### config.mk
export PLATFORM = sky130hd
export DESIGN_NAME = mss_multi_step_speed_sequencer
export DESIGN_NICKNAME = d
export VERILOG_FILES = /design/src/hdl/mss_pkg.sv /design/src/hdl/mss_multi_step_speed_sequencer.sv
export VERILOG_INCLUDE_DIRS = /design/src /design/src/hdl
export SDC_FILE = /design/constraint.sdc
export NUM_CORES = 2
export LEC_CHECK = 0
export BUFFER_PORTS_ARGS = -buffer_cell sky130_fd_sc_hd__buf_2
export CAP_MARGIN = 20
export CORE_AREA = 5 5 309 311
export CTS_CLUSTER_DIAMETER = 80
export DETAILED_ROUTE_END_ITERATION = 7
export DIE_AREA = 0 0 314 316
export PLACE_DENSITY = 0.64
export SYNTH_ARGS = -nofsm -noshare
export SYNTH_HDL_FRONTEND = slang
export SYNTH_SLANG_ARGS = --single-unit
export TNS_END_PERCENT = 30
### constraint.sdc
create_clock -name clock -period 6 [get_ports clock]
set_clock_uncertainty 0.05 [all_clocks]
set_input_delay 0.6 -clock clock [delete_from_list [all_inputs] [get_ports clock]]
set_output_delay 0.6 -clock clock [all_outputs]
set_load 0.005 [all_outputs]
### src/hdl/mss_defines.svh
// Register offsets, field positions, reset values and timing counts of the stage sequencer
`ifndef MSS_DEFINES_SVH
`define MSS_DEFINES_SVH
`define MSS_OFF_DIR       12'h000
`define MSS_OFF_ENDMODE   12'h004
`define MSS_OFF_RESTART   12'h008
`define MSS_OFF_PWRMEM    12'h00C
`define MSS_OFF_UNIT      12'h010
`define MSS_OFF_CTRL      12'h014
`define MSS_OFF_STATUS    12'h018
`define MSS_OFF_MAINFREQ  12'h01C
`define MSS_OFF_TIME0     12'h040
`define MSS_OFF_SPEED0    12'h080
`define MSS_RST_DIR       16'h0000
`define MSS_RST_MODE      16'h0000
`define MSS_RST_TIME      16'h0000
`define MSS_RST_SPEED     16'h0000
`define MSS_TIME_MAX      16'hFDE8
`define MSS_TICK_NS       100000000
`define MSS_CLK_NS        10
`define MSS_TICK_CYCLES   (`MSS_TICK_NS / `MSS_CLK_NS)
`define MSS_TICKS_PER_MIN 600
`define MSS_CTRL_RUN      0
`define MSS_CTRL_STOP     1
`define MSS_CTRL_FAULT    2
`define MSS_CTRL_PWRUP    3
`define MSS_RESP_OKAY     2'b00
`define MSS_RESP_SLVERR   2'b10
`endif

### src/hdl/mss_pkg.sv
// Types of the stage sequencer
`default_nettype none
package mss_pkg;
   typedef enum logic [1:0] {MssIdle, MssRun, MssHold} mss_state_t;
endpackage : mss_pkg
`default_nettype wire
### src/hdl/mss_multi_step_speed_sequencer.sv
// Multi-step speed sequencer with AXI4-Lite registers
`timescale 1ns/1ps
`default_nettype none
`include "mss_defines.svh"
module mss_multi_step_speed_sequencer
   import mss_pkg::*;
#(
   parameter int TICK_CYCLES = `MSS_TICK_CYCLES
) (
   // Clock and reset
   input  wire logic        clock,
   input  wire logic        arst_n,
   // AXI4-Lite write
   input  wire logic [11:0] s_axi_awaddr,
   input  wire logic        s_axi_awvalid,
   output logic             s_axi_awready,
   input  wire logic [31:0] s_axi_wdata,
   input  wire logic [3:0]  s_axi_wstrb,
   input  wire logic        s_axi_wvalid,
   output logic             s_axi_wready,
   output logic [1:0]       s_axi_bresp,
   output logic             s_axi_bvalid,
   input  wire logic        s_axi_bready,
   // AXI4-Lite read
   input  wire logic [11:0] s_axi_araddr,
   input  wire logic        s_axi_arvalid,
   output logic             s_axi_arready,
   output logic [31:0]      s_axi_rdata,
   output logic [1:0]       s_axi_rresp,
   output logic             s_axi_rvalid,
   input  wire logic        s_axi_rready,
   // Inverter output stage
   output logic [15:0]      freqOut_r,
   output logic             reverseOut_r,
   output logic             runOut_r,
   output logic [3:0]       stageOut_r
);
   logic [15:0] stageDirectionWord_r;
   logic [1:0]  cycleEndMode_r, restartResumeMode_r;
   logic        powerLossMemory_r, stageTimeUnit_r;
   logic [15:0] mainFrequencySetting_r;
   logic [15:0] stageTime_r  [16];
   logic [15:0] stageSpeed_r [16];
   mss_state_t  state_r;
   logic [3:0]  stage_r;
   logic [15:0] elapsed_r;
   logic [31:0] tickCnt_r;
   logic [9:0]  minCnt_r;
   logic        ranAtOutage_r;
   logic        cmdRun, cmdStop, cmdFault, cmdPwrUp;

   // Write channel: address and data accepted in either order
   logic        awHeld_r, wHeld_r;
   logic [11:0] awAddr_r;
   logic [31:0] wData_r;
   logic [3:0]  wStrb_r;
   logic        doWrite;
   assign s_axi_awready = !awHeld_r && !s_axi_bvalid;
   assign s_axi_wready  = !wHeld_r && !s_axi_bvalid;
   assign doWrite       = awHeld_r && wHeld_r && !s_axi_bvalid;

   always_ff @(posedge clock or negedge arst_n) begin
      if (!arst_n) begin
         awHeld_r <= 1'b0;
         wHeld_r  <= 1'b0;
         awAddr_r <= 12'h000;
         wData_r  <= 32'h0000_0000;
         wStrb_r  <= 4'h0;
         s_axi_bvalid <= 1'b0;
         s_axi_bresp  <= `MSS_RESP_OKAY;
      end else begin
         if (s_axi_awvalid && s_axi_awready) begin
            awHeld_r <= 1'b1;
            awAddr_r <= s_axi_awaddr;
         end
         if (s_axi_wvalid && s_axi_wready) begin
            wHeld_r <= 1'b1;
            wData_r <= s_axi_wdata;
            wStrb_r <= s_axi_wstrb;
         end
         if (doWrite) begin
            awHeld_r <= 1'b0;
            wHeld_r  <= 1'b0;
            s_axi_bvalid <= 1'b1;
            s_axi_bresp  <= (awAddr_r < 12'h0C0) ? `MSS_RESP_OKAY : `MSS_RESP_SLVERR;
         end else if (s_axi_bvalid && s_axi_bready) begin
            s_axi_bvalid <= 1'b0;
         end
      end
   end

   // Low half-word only; upper lanes are ignored as no register is wider than 16 bits
   logic [15:0] wMerge;
   logic [15:0] wOld;
   always_comb begin
      unique case (awAddr_r)
         `MSS_OFF_DIR:      wOld = stageDirectionWord_r;
         `MSS_OFF_MAINFREQ: wOld = mainFrequencySetting_r;
         default:           wOld = 16'h0000;
      endcase
      if (awAddr_r[11:6] == 6'h01)
         wOld = stageTime_r[awAddr_r[5:2]];
      if (awAddr_r[11:6] == 6'h02)
         wOld = stageSpeed_r[awAddr_r[5:2]];
      wMerge[7:0]  = wStrb_r[0] ? wData_r[7:0]  : wOld[7:0];
      wMerge[15:8] = wStrb_r[1] ? wData_r[15:8] : wOld[15:8];
   end

   always_ff @(posedge clock or negedge arst_n) begin
      if (!arst_n) begin
         stageDirectionWord_r   <= `MSS_RST_DIR;
         cycleEndMode_r         <= 2'b00;
         restartResumeMode_r    <= 2'b00;
         powerLossMemory_r      <= 1'b0;
         stageTimeUnit_r        <= 1'b0;
         mainFrequencySetting_r <= `MSS_RST_SPEED;
      end else if (doWrite && wStrb_r[0]) begin
         unique case (awAddr_r)
            `MSS_OFF_DIR:      stageDirectionWord_r <= wMerge;
            `MSS_OFF_ENDMODE:  if (wData_r[15:0] <= 16'h0002) cycleEndMode_r <= wData_r[1:0];
            `MSS_OFF_RESTART:  if (wData_r[15:0] <= 16'h0001) restartResumeMode_r <= wData_r[1:0];
            `MSS_OFF_PWRMEM:   powerLossMemory_r <= wData_r[0];
            `MSS_OFF_UNIT:     stageTimeUnit_r <= wData_r[0];
            `MSS_OFF_MAINFREQ: mainFrequencySetting_r <= wMerge;
            default: ;
         endcase
      end
   end

   // Stage time and preset speed tables
   for (genvar g = 0; g < 16; g++) begin : g_stage
      always_ff @(posedge clock or negedge arst_n) begin
         if (!arst_n) begin
            stageTime_r[g]  <= `MSS_RST_TIME;
            stageSpeed_r[g] <= `MSS_RST_SPEED;
         end else if (doWrite && awAddr_r[5:2] == 4'(g)) begin
            if (awAddr_r[11:6] == 6'h01 && wMerge <= `MSS_TIME_MAX)
               stageTime_r[g] <= wMerge;
            if (awAddr_r[11:6] == 6'h02)
               stageSpeed_r[g] <= wMerge;
         end
      end
   end

   // Control strobes: self-clearing command bits
   assign cmdRun   = doWrite && awAddr_r == `MSS_OFF_CTRL && wData_r[`MSS_CTRL_RUN];
   assign cmdStop  = doWrite && awAddr_r == `MSS_OFF_CTRL && wData_r[`MSS_CTRL_STOP];
   assign cmdFault = doWrite && awAddr_r == `MSS_OFF_CTRL && wData_r[`MSS_CTRL_FAULT];
   assign cmdPwrUp = doWrite && awAddr_r == `MSS_OFF_CTRL && wData_r[`MSS_CTRL_PWRUP];

   // Read channel
   logic [15:0] rdVal;
   logic        rdHit;
   always_comb begin
      rdHit = 1'b1;
      unique case (s_axi_araddr)
         `MSS_OFF_DIR:      rdVal = stageDirectionWord_r;
         `MSS_OFF_ENDMODE:  rdVal = {14'h0000, cycleEndMode_r};
         `MSS_OFF_RESTART:  rdVal = {14'h0000, restartResumeMode_r};
         `MSS_OFF_PWRMEM:   rdVal = {15'h0000, powerLossMemory_r};
         `MSS_OFF_UNIT:     rdVal = {15'h0000, stageTimeUnit_r};
         `MSS_OFF_CTRL:     rdVal = 16'h0000;
         `MSS_OFF_STATUS:   rdVal = {8'h00, stage_r, 1'b0, ranAtOutage_r, state_r};
         `MSS_OFF_MAINFREQ: rdVal = mainFrequencySetting_r;
         default: begin
            rdVal = 16'h0000;
            rdHit = 1'b0;
         end
      endcase
      if (s_axi_araddr[11:6] == 6'h01) begin
         rdVal = stageTime_r[s_axi_araddr[5:2]];
         rdHit = 1'b1;
      end
      if (s_axi_araddr[11:6] == 6'h02) begin
         rdVal = stageSpeed_r[s_axi_araddr[5:2]];
         rdHit = 1'b1;
      end
   end
   assign s_axi_arready = !s_axi_rvalid;

   always_ff @(posedge clock or negedge arst_n) begin
      if (!arst_n) begin
         s_axi_rvalid <= 1'b0;
         s_axi_rdata  <= 32'h0000_0000;
         s_axi_rresp  <= `MSS_RESP_OKAY;
      end else if (s_axi_arvalid && s_axi_arready) begin
         s_axi_rvalid <= 1'b1;
         s_axi_rdata  <= {16'h0000, rdVal};
         s_axi_rresp  <= rdHit ? `MSS_RESP_OKAY : `MSS_RESP_SLVERR;
      end else if (s_axi_rready) begin
         s_axi_rvalid <= 1'b0;
      end
   end

   // Time base: 0.1 s ticks, stretched 600-fold in minute mode
   logic unitTick, stageDone, lastStage;
   logic [3:0] nextStage;
   assign unitTick = (tickCnt_r == 32'(TICK_CYCLES - 1))
                   && (!stageTimeUnit_r || minCnt_r == 10'(`MSS_TICKS_PER_MIN - 1));
   always_ff @(posedge clock or negedge arst_n) begin
      if (!arst_n) begin
         tickCnt_r <= 32'h0000_0000;
         minCnt_r  <= 10'h000;
      end else if (state_r != MssRun || stageDone) begin
         tickCnt_r <= 32'h0000_0000;
         minCnt_r  <= 10'h000;
      end else if (tickCnt_r == 32'(TICK_CYCLES - 1)) begin
         tickCnt_r <= 32'h0000_0000;
         minCnt_r  <= (minCnt_r == 10'(`MSS_TICKS_PER_MIN - 1) || !stageTimeUnit_r)
                    ? 10'h000 : minCnt_r + 10'h001;
      end else begin
         tickCnt_r <= tickCnt_r + 32'h0000_0001;
      end
   end

   // Next stage with nonzero time above the current one
   always_comb begin
      nextStage = stage_r;
      lastStage = 1'b1;
      for (int i = 15; i >= 0; i--) begin
         if (4'(i) > stage_r && stageTime_r[i] != 16'h0000) begin
            nextStage = 4'(i);
            lastStage = 1'b0;
         end
      end
   end
   assign stageDone = (state_r == MssRun) && (elapsed_r >= stageTime_r[stage_r]);

   // First nonzero stage of the sequence
   logic [3:0] firstStage;
   always_comb begin
      firstStage = 4'h0;
      for (int i = 15; i >= 0; i--) begin
         if (stageTime_r[i] != 16'h0000)
            firstStage = 4'(i);
      end
   end

   // Sequencer; stop and fault share one path so they are treated alike
   always_ff @(posedge clock or negedge arst_n) begin
      if (!arst_n) begin
         state_r       <= MssIdle;
         stage_r       <= 4'h0;
         elapsed_r     <= 16'h0000;
         ranAtOutage_r <= 1'b0;
      end else if (cmdPwrUp) begin
         // Outage: register contents model the retained store
         state_r <= MssIdle;
         if (!powerLossMemory_r) begin
            stage_r       <= 4'h0;
            elapsed_r     <= 16'h0000;
            ranAtOutage_r <= 1'b0;
         end else begin
            ranAtOutage_r <= (state_r != MssIdle);
            if (state_r == MssIdle && restartResumeMode_r == 2'b00) begin
               stage_r   <= 4'h0;
               elapsed_r <= 16'h0000;
            end
         end
      end else if (cmdStop || cmdFault) begin
         state_r       <= MssIdle;
         ranAtOutage_r <= 1'b0;
         if (restartResumeMode_r == 2'b00 || state_r == MssHold) begin
            stage_r   <= 4'h0;
            elapsed_r <= 16'h0000;
         end // else elapsed kept
      end else if (cmdRun && state_r == MssIdle) begin
         state_r       <= MssRun;
         ranAtOutage_r <= 1'b0;
         if (stage_r == 4'h0 && elapsed_r == 16'h0000 && !ranAtOutage_r)
            stage_r <= firstStage;
         // Resumes saved stage with remaining time
      end else if (state_r == MssRun) begin
         if (stageDone) begin
            elapsed_r <= 16'h0000;
            if (!lastStage) begin
               stage_r <= nextStage;
            end else begin
               unique case (cycleEndMode_r)
                  2'b01: state_r <= MssHold;
                  2'b10: stage_r <= firstStage;
                  default: begin
                     state_r <= MssIdle;
                     stage_r <= 4'h0;
                  end
               endcase
            end
         end else if (unitTick) begin
            elapsed_r <= elapsed_r + 16'h0001;
         end
      end
   end

   // Outputs to the inverter stage
   always_ff @(posedge clock or negedge arst_n) begin
      if (!arst_n) begin
         freqOut_r    <= 16'h0000;
         reverseOut_r <= 1'b0;
         runOut_r     <= 1'b0;
         stageOut_r   <= 4'h0;
      end else begin
         freqOut_r    <= (stage_r == 4'h0) ? mainFrequencySetting_r : stageSpeed_r[stage_r];
         reverseOut_r <= stageDirectionWord_r[stage_r];
         runOut_r     <= (state_r != MssIdle);
         stageOut_r   <= stage_r;
      end
   end

   // Assertions
   stop_mode0_a: assert property (@(posedge clock) disable iff (!arst_n)
      stageDone && lastStage && cycleEndMode_r == 2'b00 && !cmdStop && !cmdFault && !cmdPwrUp
      |=> state_r == MssIdle ##1 !runOut_r)
      else $error("sequence did not stop after one cycle");
   hold_mode1_a: assert property (@(posedge clock) disable iff (!arst_n)
      stageDone && lastStage && cycleEndMode_r == 2'b01 && !cmdStop && !cmdFault && !cmdPwrUp
      |=> state_r == MssHold && stage_r == $past(stage_r))
      else $error("final stage not held");
   loop_mode2_a: assert property (@(posedge clock) disable iff (!arst_n)
      stageDone && lastStage && cycleEndMode_r == 2'b10 && !cmdStop && !cmdFault && !cmdPwrUp
      |=> state_r == MssRun && elapsed_r == 16'h0000)
      else $error("cycle did not repeat");
   restart_first_a: assert property (@(posedge clock) disable iff (!arst_n)
      (cmdStop || cmdFault) && !cmdPwrUp && restartResumeMode_r == 2'b00
      |=> stage_r == 4'h0 && elapsed_r == 16'h0000)
      else $error("stop did not rewind");
   resume_keep_a: assert property (@(posedge clock) disable iff (!arst_n)
      (cmdStop || cmdFault) && !cmdPwrUp && restartResumeMode_r == 2'b01 && state_r == MssRun
      |=> stage_r == $past(stage_r) && elapsed_r == $past(elapsed_r))
      else $error("stage progress lost on stop");
   pwr_nomem_a: assert property (@(posedge clock) disable iff (!arst_n)
      cmdPwrUp && !powerLossMemory_r |=> stage_r == 4'h0 && state_r == MssIdle)
      else $error("power-up without memory did not rewind");
   pwr_running_a: assert property (@(posedge clock) disable iff (!arst_n)
      cmdPwrUp && powerLossMemory_r && state_r == MssRun |=> stage_r == $past(stage_r))
      else $error("running stage lost at power-up");
   pwr_stopped_a: assert property (@(posedge clock) disable iff (!arst_n)
      cmdPwrUp && powerLossMemory_r && state_r == MssIdle && restartResumeMode_r == 2'b00
      |=> stage_r == 4'h0)
      else $error("stopped power-up did not rewind");
   dir_bit_a: assert property (@(posedge clock) disable iff (!arst_n)
      reverseOut_r == $past(stageDirectionWord_r[stage_r]))
      else $error("direction does not follow word");
   freq_sel_a: assert property (@(posedge clock) disable iff (!arst_n)
      $past(stage_r) == 4'h0 |-> freqOut_r == $past(mainFrequencySetting_r))
      else $error("stage 0 not on main frequency");
endmodule : mss_multi_step_speed_sequencer
`default_nettype wire

---- Word level (Yosys, flattened, before mapping) ----
Cells that the tools add are included.
Widths: inputs -> output; s select.
word-level totals
  word-level logic and storage cells ...... 401
  bits in registers ....................... 691
  input port bits ......................... 67
  output and inout port bits .............. 63
cells by class
  reductions and logical operators ........ 141
  eq/ne operators ......................... 45
  bitwise logic cells ..................... 3
  add/sub/neg operators ................... 3
  multiplexer cells ....................... 126
  magnitude comparators ................... 25
operators with widths
  operator               number
  $mux 16                26
  $bmux 16 s4            6
  $reduce_bool 16->1     16
  $mux 4                 42
  $pmux 16 s7            1
  $eq 12x5->1 const B    7
  $reduce_and 2->1       36
  $mux 32                2
  $logic_and 1x1->1      53
  $eq 12x4->1 const B    4
  $add 32x1->32 const B  1
  $eq 32x24->1 const B   1
  $eq 4x4->1 const B     8
  $gt 4x4->1 const A     8
  $mux 1                 32
  $pmux 16 s2            1
  $mux 10                3
  $eq 12x3->1 const B    2
  $logic_not 12->1       2
  $reduce_bool 20->1     1
  $add 16x1->16 const B  1
  $eq 4x3->1 const B     4
  $ge 16x16->1           1
  $gt 3x4->1 const A     4
  other kinds (41)       81

---- Logic depth before layout (Yosys ltp) ----
  word-level depth ........................ 24
  depth in mapped cells ................... 19
  mapped depth without buffers ............ 13

---- Least setup slack after synthesis ----
Ideal clock, no wire load.
  path type ............................... register to register
  start ................................... reg stage_r[0]
  end ..................................... reg stage_r[2]
  stages on the path, launching flop included .. 16
  required time ........................... 5.825 ns
  slack ................................... 1.223 ns
  setup time .............................. 0.125 ns
  period minus slack after synthesis ...... 4.777 ns
  arrival ................................. 4.603 ns
  buffers on the path ..................... 3
  cell sequence ........................... dfrtp_1 -> clkbuf_1 -> clkbuf_1 -> buf_1 -> mux4_2 -> mux4_2 -> inv_1 -> ha_1 -> a21o_1 -> a21o_1 -> a221oi_1 -> o211a_1 -> o221a_2 -> nor2_1 -> o211ai_1 -> mux2_2
between the ends
  cells in the longest elaborated chain, start to end .. 24
  elaborated cells between the ends (all ways) .. 83
  classes of those cells .................. 17 x order compare; 2 x eq/ne; 40 x mux; 1 x bitwise; 23 x reduce/logical
ends and longest elaborated chain
  element                 RTL line                               text
  from (decl)             mss_multi_step_speed_sequencer.sv:45   logic [3:0] stage_r;
  from (signal assigned)  mss_multi_step_speed_sequencer.sv:271  stage_r <= firstStage;
  from (signal assigned)  mss_multi_step_speed_sequencer.sv:277  stage_r <= nextStage;
  from (signal assigned)  mss_multi_step_speed_sequencer.sv:281  2'b10: stage_r <= firstStage;
  $gt 4x4->1              mss_multi_step_speed_sequencer.sv:221  if (4'(i) > stage_r && stageTime_r[i] != 16'h0000) begin
  $logic_and 1x1->1       mss_multi_step_speed_sequencer.sv:221
  $mux 1 (16 in series)   mss_multi_step_speed_sequencer.sv:221
  $mux 4                  mss_multi_step_speed_sequencer.sv:276  if (!lastStage) begin
  $mux 4                  mss_multi_step_speed_sequencer.sv:274  if (stageDone) begin
  $mux 4                  mss_multi_step_speed_sequencer.sv:273  end else if (state_r == MssRun) begin
  $mux 4                  mss_multi_step_speed_sequencer.sv:267  end else if (cmdRun && state_r == MssIdle) begin
  $mux 4                  mss_multi_step_speed_sequencer.sv:260  end else if (cmdStop || cmdFault) begin
  $mux 4                  mss_multi_step_speed_sequencer.sv:246  end else if (cmdPwrUp) begin
Parallel ways exist; a longest one is shown, timed or not. The select of a mux whose other input is x is not followed.
A chain may end at the register's enable or synchronous reset.

---- Final worst setup path ----
  start ................................... reg awAddr_r[11]
  end ..................................... reg stageTime_r[130] (netlist name)
between the ends
  cells in the longest elaborated chain, start to end .. 8
  elaborated cells between the ends (all ways) .. 12
  classes of those cells .................. 1 x order compare; 3 x eq/ne; 5 x mux; 3 x reduce/logical
ends and longest elaborated chain
  element                                          RTL line                                                                      text
  from (decl)                                      mss_multi_step_speed_sequencer.sv:54                                          logic [11:0] awAddr_r;
  from (signal assigned)                           mss_multi_step_speed_sequencer.sv:74                                          awAddr_r <= s_axi_awaddr;
  $eq 12x5->1 or $logic_not 12->1 (tied branches)  mss_multi_step_speed_sequencer.sv:96                                          unique case (awAddr_r)
  $pmux 16 s2                                      mss_multi_step_speed_sequencer.sv:96
  $mux 16                                          mss_multi_step_speed_sequencer.sv:101                                         if (awAddr_r[11:6] == 6'h01)
  $mux 16                                          mss_multi_step_speed_sequencer.sv:103                                         if (awAddr_r[11:6] == 6'h02)
  $mux 8, on equally long branches                 mss_multi_step_speed_sequencer.sv:105, mss_multi_step_speed_sequencer.sv:106
  $le 16x16->1 (no source line)                    --
  $logic_and 1x1->1 (no source line)               --
  $reduce_and 2->1 (no source line)                --
  to (signal, indexed assignment)                  mss_multi_step_speed_sequencer.sv:134                                         stageTime_r[g] <= `MSS_RST_TIME;
  to (signal, indexed assignment)                  mss_multi_step_speed_sequencer.sv:138                                         stageTime_r[g] <= wMerge;
  to (decl)                                        mss_multi_step_speed_sequencer.sv:42                                          logic [15:0] stageTime_r [16];
Parallel ways exist; a longest one is shown, timed or not.

==> results.yml <==
layout:
  final_util: 0.490
  final_cell_area_mm2: 0.0453
  fillers: 8100
  area_growth_pct: 10.2
  drive_gt1_frac: 0.299
  fin_nets: 3408
detailed_routing:
  vias: 31100
  avgRoutedWirePerCell_um: 30.4
  ant_nets: 0
  drtIter0Drc: 4103
  drc_errors: 0
  avgViaCountPerCell: 6.79
  drtPass1Iterations: 8
  routed_wl_mm: 139
grt:
  grt_max_degree: 153
  grt_util_all_layers: 0.279
  grt_use_met2: 0.421
  antenna_found_initial: 7
  use_met1: 0.372
  grt_overflow: 0
  grtUsageMet3: 0.0769
  grt_pass1_wl_mm: 207
  grt_pass1_vias: 30500
  busiest_layer: "met2"
yosys:
  synth_top_family_by_area: "multiplexers"
  ys_ff_latch: 689
  synth.area.top_cells: "dfrtp_1, mux4_2, mux2_2"
  synthDistinctLibCells: 90
  async_reset_ff_frac: 1.00
  synth_adder_area_share: 0.00633
  netlist.area_leader.share: 0.419
  synth_mux_area_frac: 0.341
  yosysWarnings: 0
  synthXorXnorAreaFrac: 0.00830
  syn_inst: 3319
  synth_area_mm2: 0.0411
  yosysMostFrequentCell: "dfrtp_1"
  synth_common_cells: "dfrtp_1, mux4_2, nand2_1"
  synth_simple_gate_area_frac: 0.0999
  yosys.area.top_type: "dfrtp_1"
  synth_edf_count: 0
  synth_compound_area_frac: 0.0868
  ys.flop_type: "dfrtp_1"
  avgSynthCellArea_um2: 12.4
  ys_seq_area_frac: 0.419
timing:
  max_freq_mhz: 184
  relSlewSlack: 0.146
  period_needed_ns: 5.44
  hold_violations: 0
  setup_tns_ns: 0
  worst_slack_ns: 0.557
  period_share: 0.907
  worstMarginPinSlew_ns: 1.28
  finalSetupViolCount: 0
  rsz0062_at_grt: "no"
  slew_violations: 0
  worst_hold_slack_ns: 0.0768
clock_tree:
  clockBufferDepth: 3
  cts-buffers-inserted: 75
  cts_root_buffer: "clkbuf_16"
  cts_tree: "done"
  clock_sinks: 689
  h-tree-depth: 3
  cts_resized: 0
  clk_pin_slew_ns: 0.06
  clkLatencyLatePin_ns: 0.65
floorplan:
  core_area_mm2: 0.0925
  initial_core_util: 0.445
  chipHeight_um: 316
  fp-row-count: 112
  io_pins: 130
  die_x_um: 314
  die_area_mm2: 0.0992
worst_setup_path:
  required_ns: 6.46
  worst-path-max-fanout: 28
  worstPathArrival_ns: 5.91
  cp-start-kind: "flip-flop"
  cp-end-kind: "flip-flop"
  path_class: "reg2reg"
pwr:
  p_per_area_mw_per_mm2: 360
  power_leakage_nw: 19.1
  ir_worst_vdd_mv: 0.316
flow_run:
  drv_cap: 0
hold_path:
  hold_class: "in2reg"
place:
  preCtsSetupSlack_ns: 0.723
  place_hpwl_mm: 93.4
  io_buffer_count: 93
  placed_cell_area_mm2: 0.0428
  place_congestion: 0.971
outcome:
  status: "completed"
==> where the power goes <==
group          internal, W  leakage (nW)  switching, W
Combinational      0.00220          8.38       0.00372
Sequential         0.00502          9.50      0.000609
Clock              0.00278          1.24       0.00199
Total              0.00999          19.1       0.00632
==> cells by family (layout without fill, tap and decap cells) <==
kind of cell	count (synthesis)	after routing
buf+inv	332	373
other cells	1	21
fa+ha+maj	21	21
simple gates	832	832
flops	689	689
xor+xnor	39	39
compound gates	580	580
mux	825	825
==> per-layer routing <==
layer,up-vias,routed length [µm]
li1,12800,-
met1,16000,52700
met2,1919,61900
met3,423,15900
met4,8,8410
met5,-,51
==> area by class of cell <==
type                    instances  area [µm²]  area share
multi-input cells            2315       22400       0.495
flip-flops and latches        689       17300       0.381
clock buffers                 112        2260      0.0498
repair buffers                205        1500      0.0331
well taps                    1197        1500      0.0330
clock inverters                21         239     0.00527
inverters                      35         131     0.00290
diodes                          3        7.51    0.000166
==> state kept, by name, indices dropped and copies added (netlist names), 2 cells and up <==
name,flops
stageSpeed_r,256
stageTime_r,256
tickCnt_r,32
elapsed_r,16
freqOut_r,16
mainFrequencySetting_r,16
s_axi_rdata,16
stageDirectionWord_r,16
wData_r,16
awAddr_r,12
minCnt_r,10
stageOut_r,4
stage_r,4
cycleEndMode_r,2
restartResumeMode_r,2
state_r,2
wStrb_r,2
==> timing repair <==
item	in CTS	in global routing
hold endpoints to repair	77	0
hold buffers	1	0
buffers inserted	0	0
==> metrics by stage <==
stage	power (W)	instances
after CTS	0.0162	4573
after floorplan	0.00921	3336
final	0.0163	4577
after global placement	0.0114	4437
after global routing	0.0169	4574
after detailed placement	0.0114	4439
==> cells in the final DEF (no fill, tap or decap), types with 35 or more instances in the layout <==
cell,synthesis,final
a21oi_1,76,74
a22oi_1,44,44
buf_2,23,91
buf_4,36,96
clkbuf_16,0,77
dfrtp_1,689,681
inv_1,35,35
mux2_1,140,140
mux2_2,200,200
mux2i_1,58,57
mux4_2,427,427
nand2_1,350,350
nand3_1,54,54
nor2_1,163,162
nor4_1,84,83
o21ai_0,278,278
==> path summary, 6_finish.rpt <==
check	from	endpoint	slack, ns	cells past startpoint
min in group asynchronous	arst_n	stageSpeed_r[117]	0.49	2
max	awAddr_r[11]	stageTime_r[130]	0.56	10
min reg2reg	s_axi_bresp[1]	s_axi_bresp[1]	0.45	2
max reg2reg	awAddr_r[11]	stageTime_r[130]	0.56	10
max in group asynchronous	arst_n	stageTime_r[134]	3.96	3
min	s_axi_rready	s_axi_rvalid	0.08	2
==> critical path, stage by stage, from the launching register on <==
cell	delay [ns]
dfrtp_1	0.39
or4_4	0.68
nor2_2	0.77
o21ai_0	0.48
a32oi_2	0.35
nand2_1	0.07
or4_1	0.52
or4_2	0.85
buf_4	0.35
nand3_4	0.37
mux2_2	0.38
Note: power is estimated with default switching activity, not from simulation.
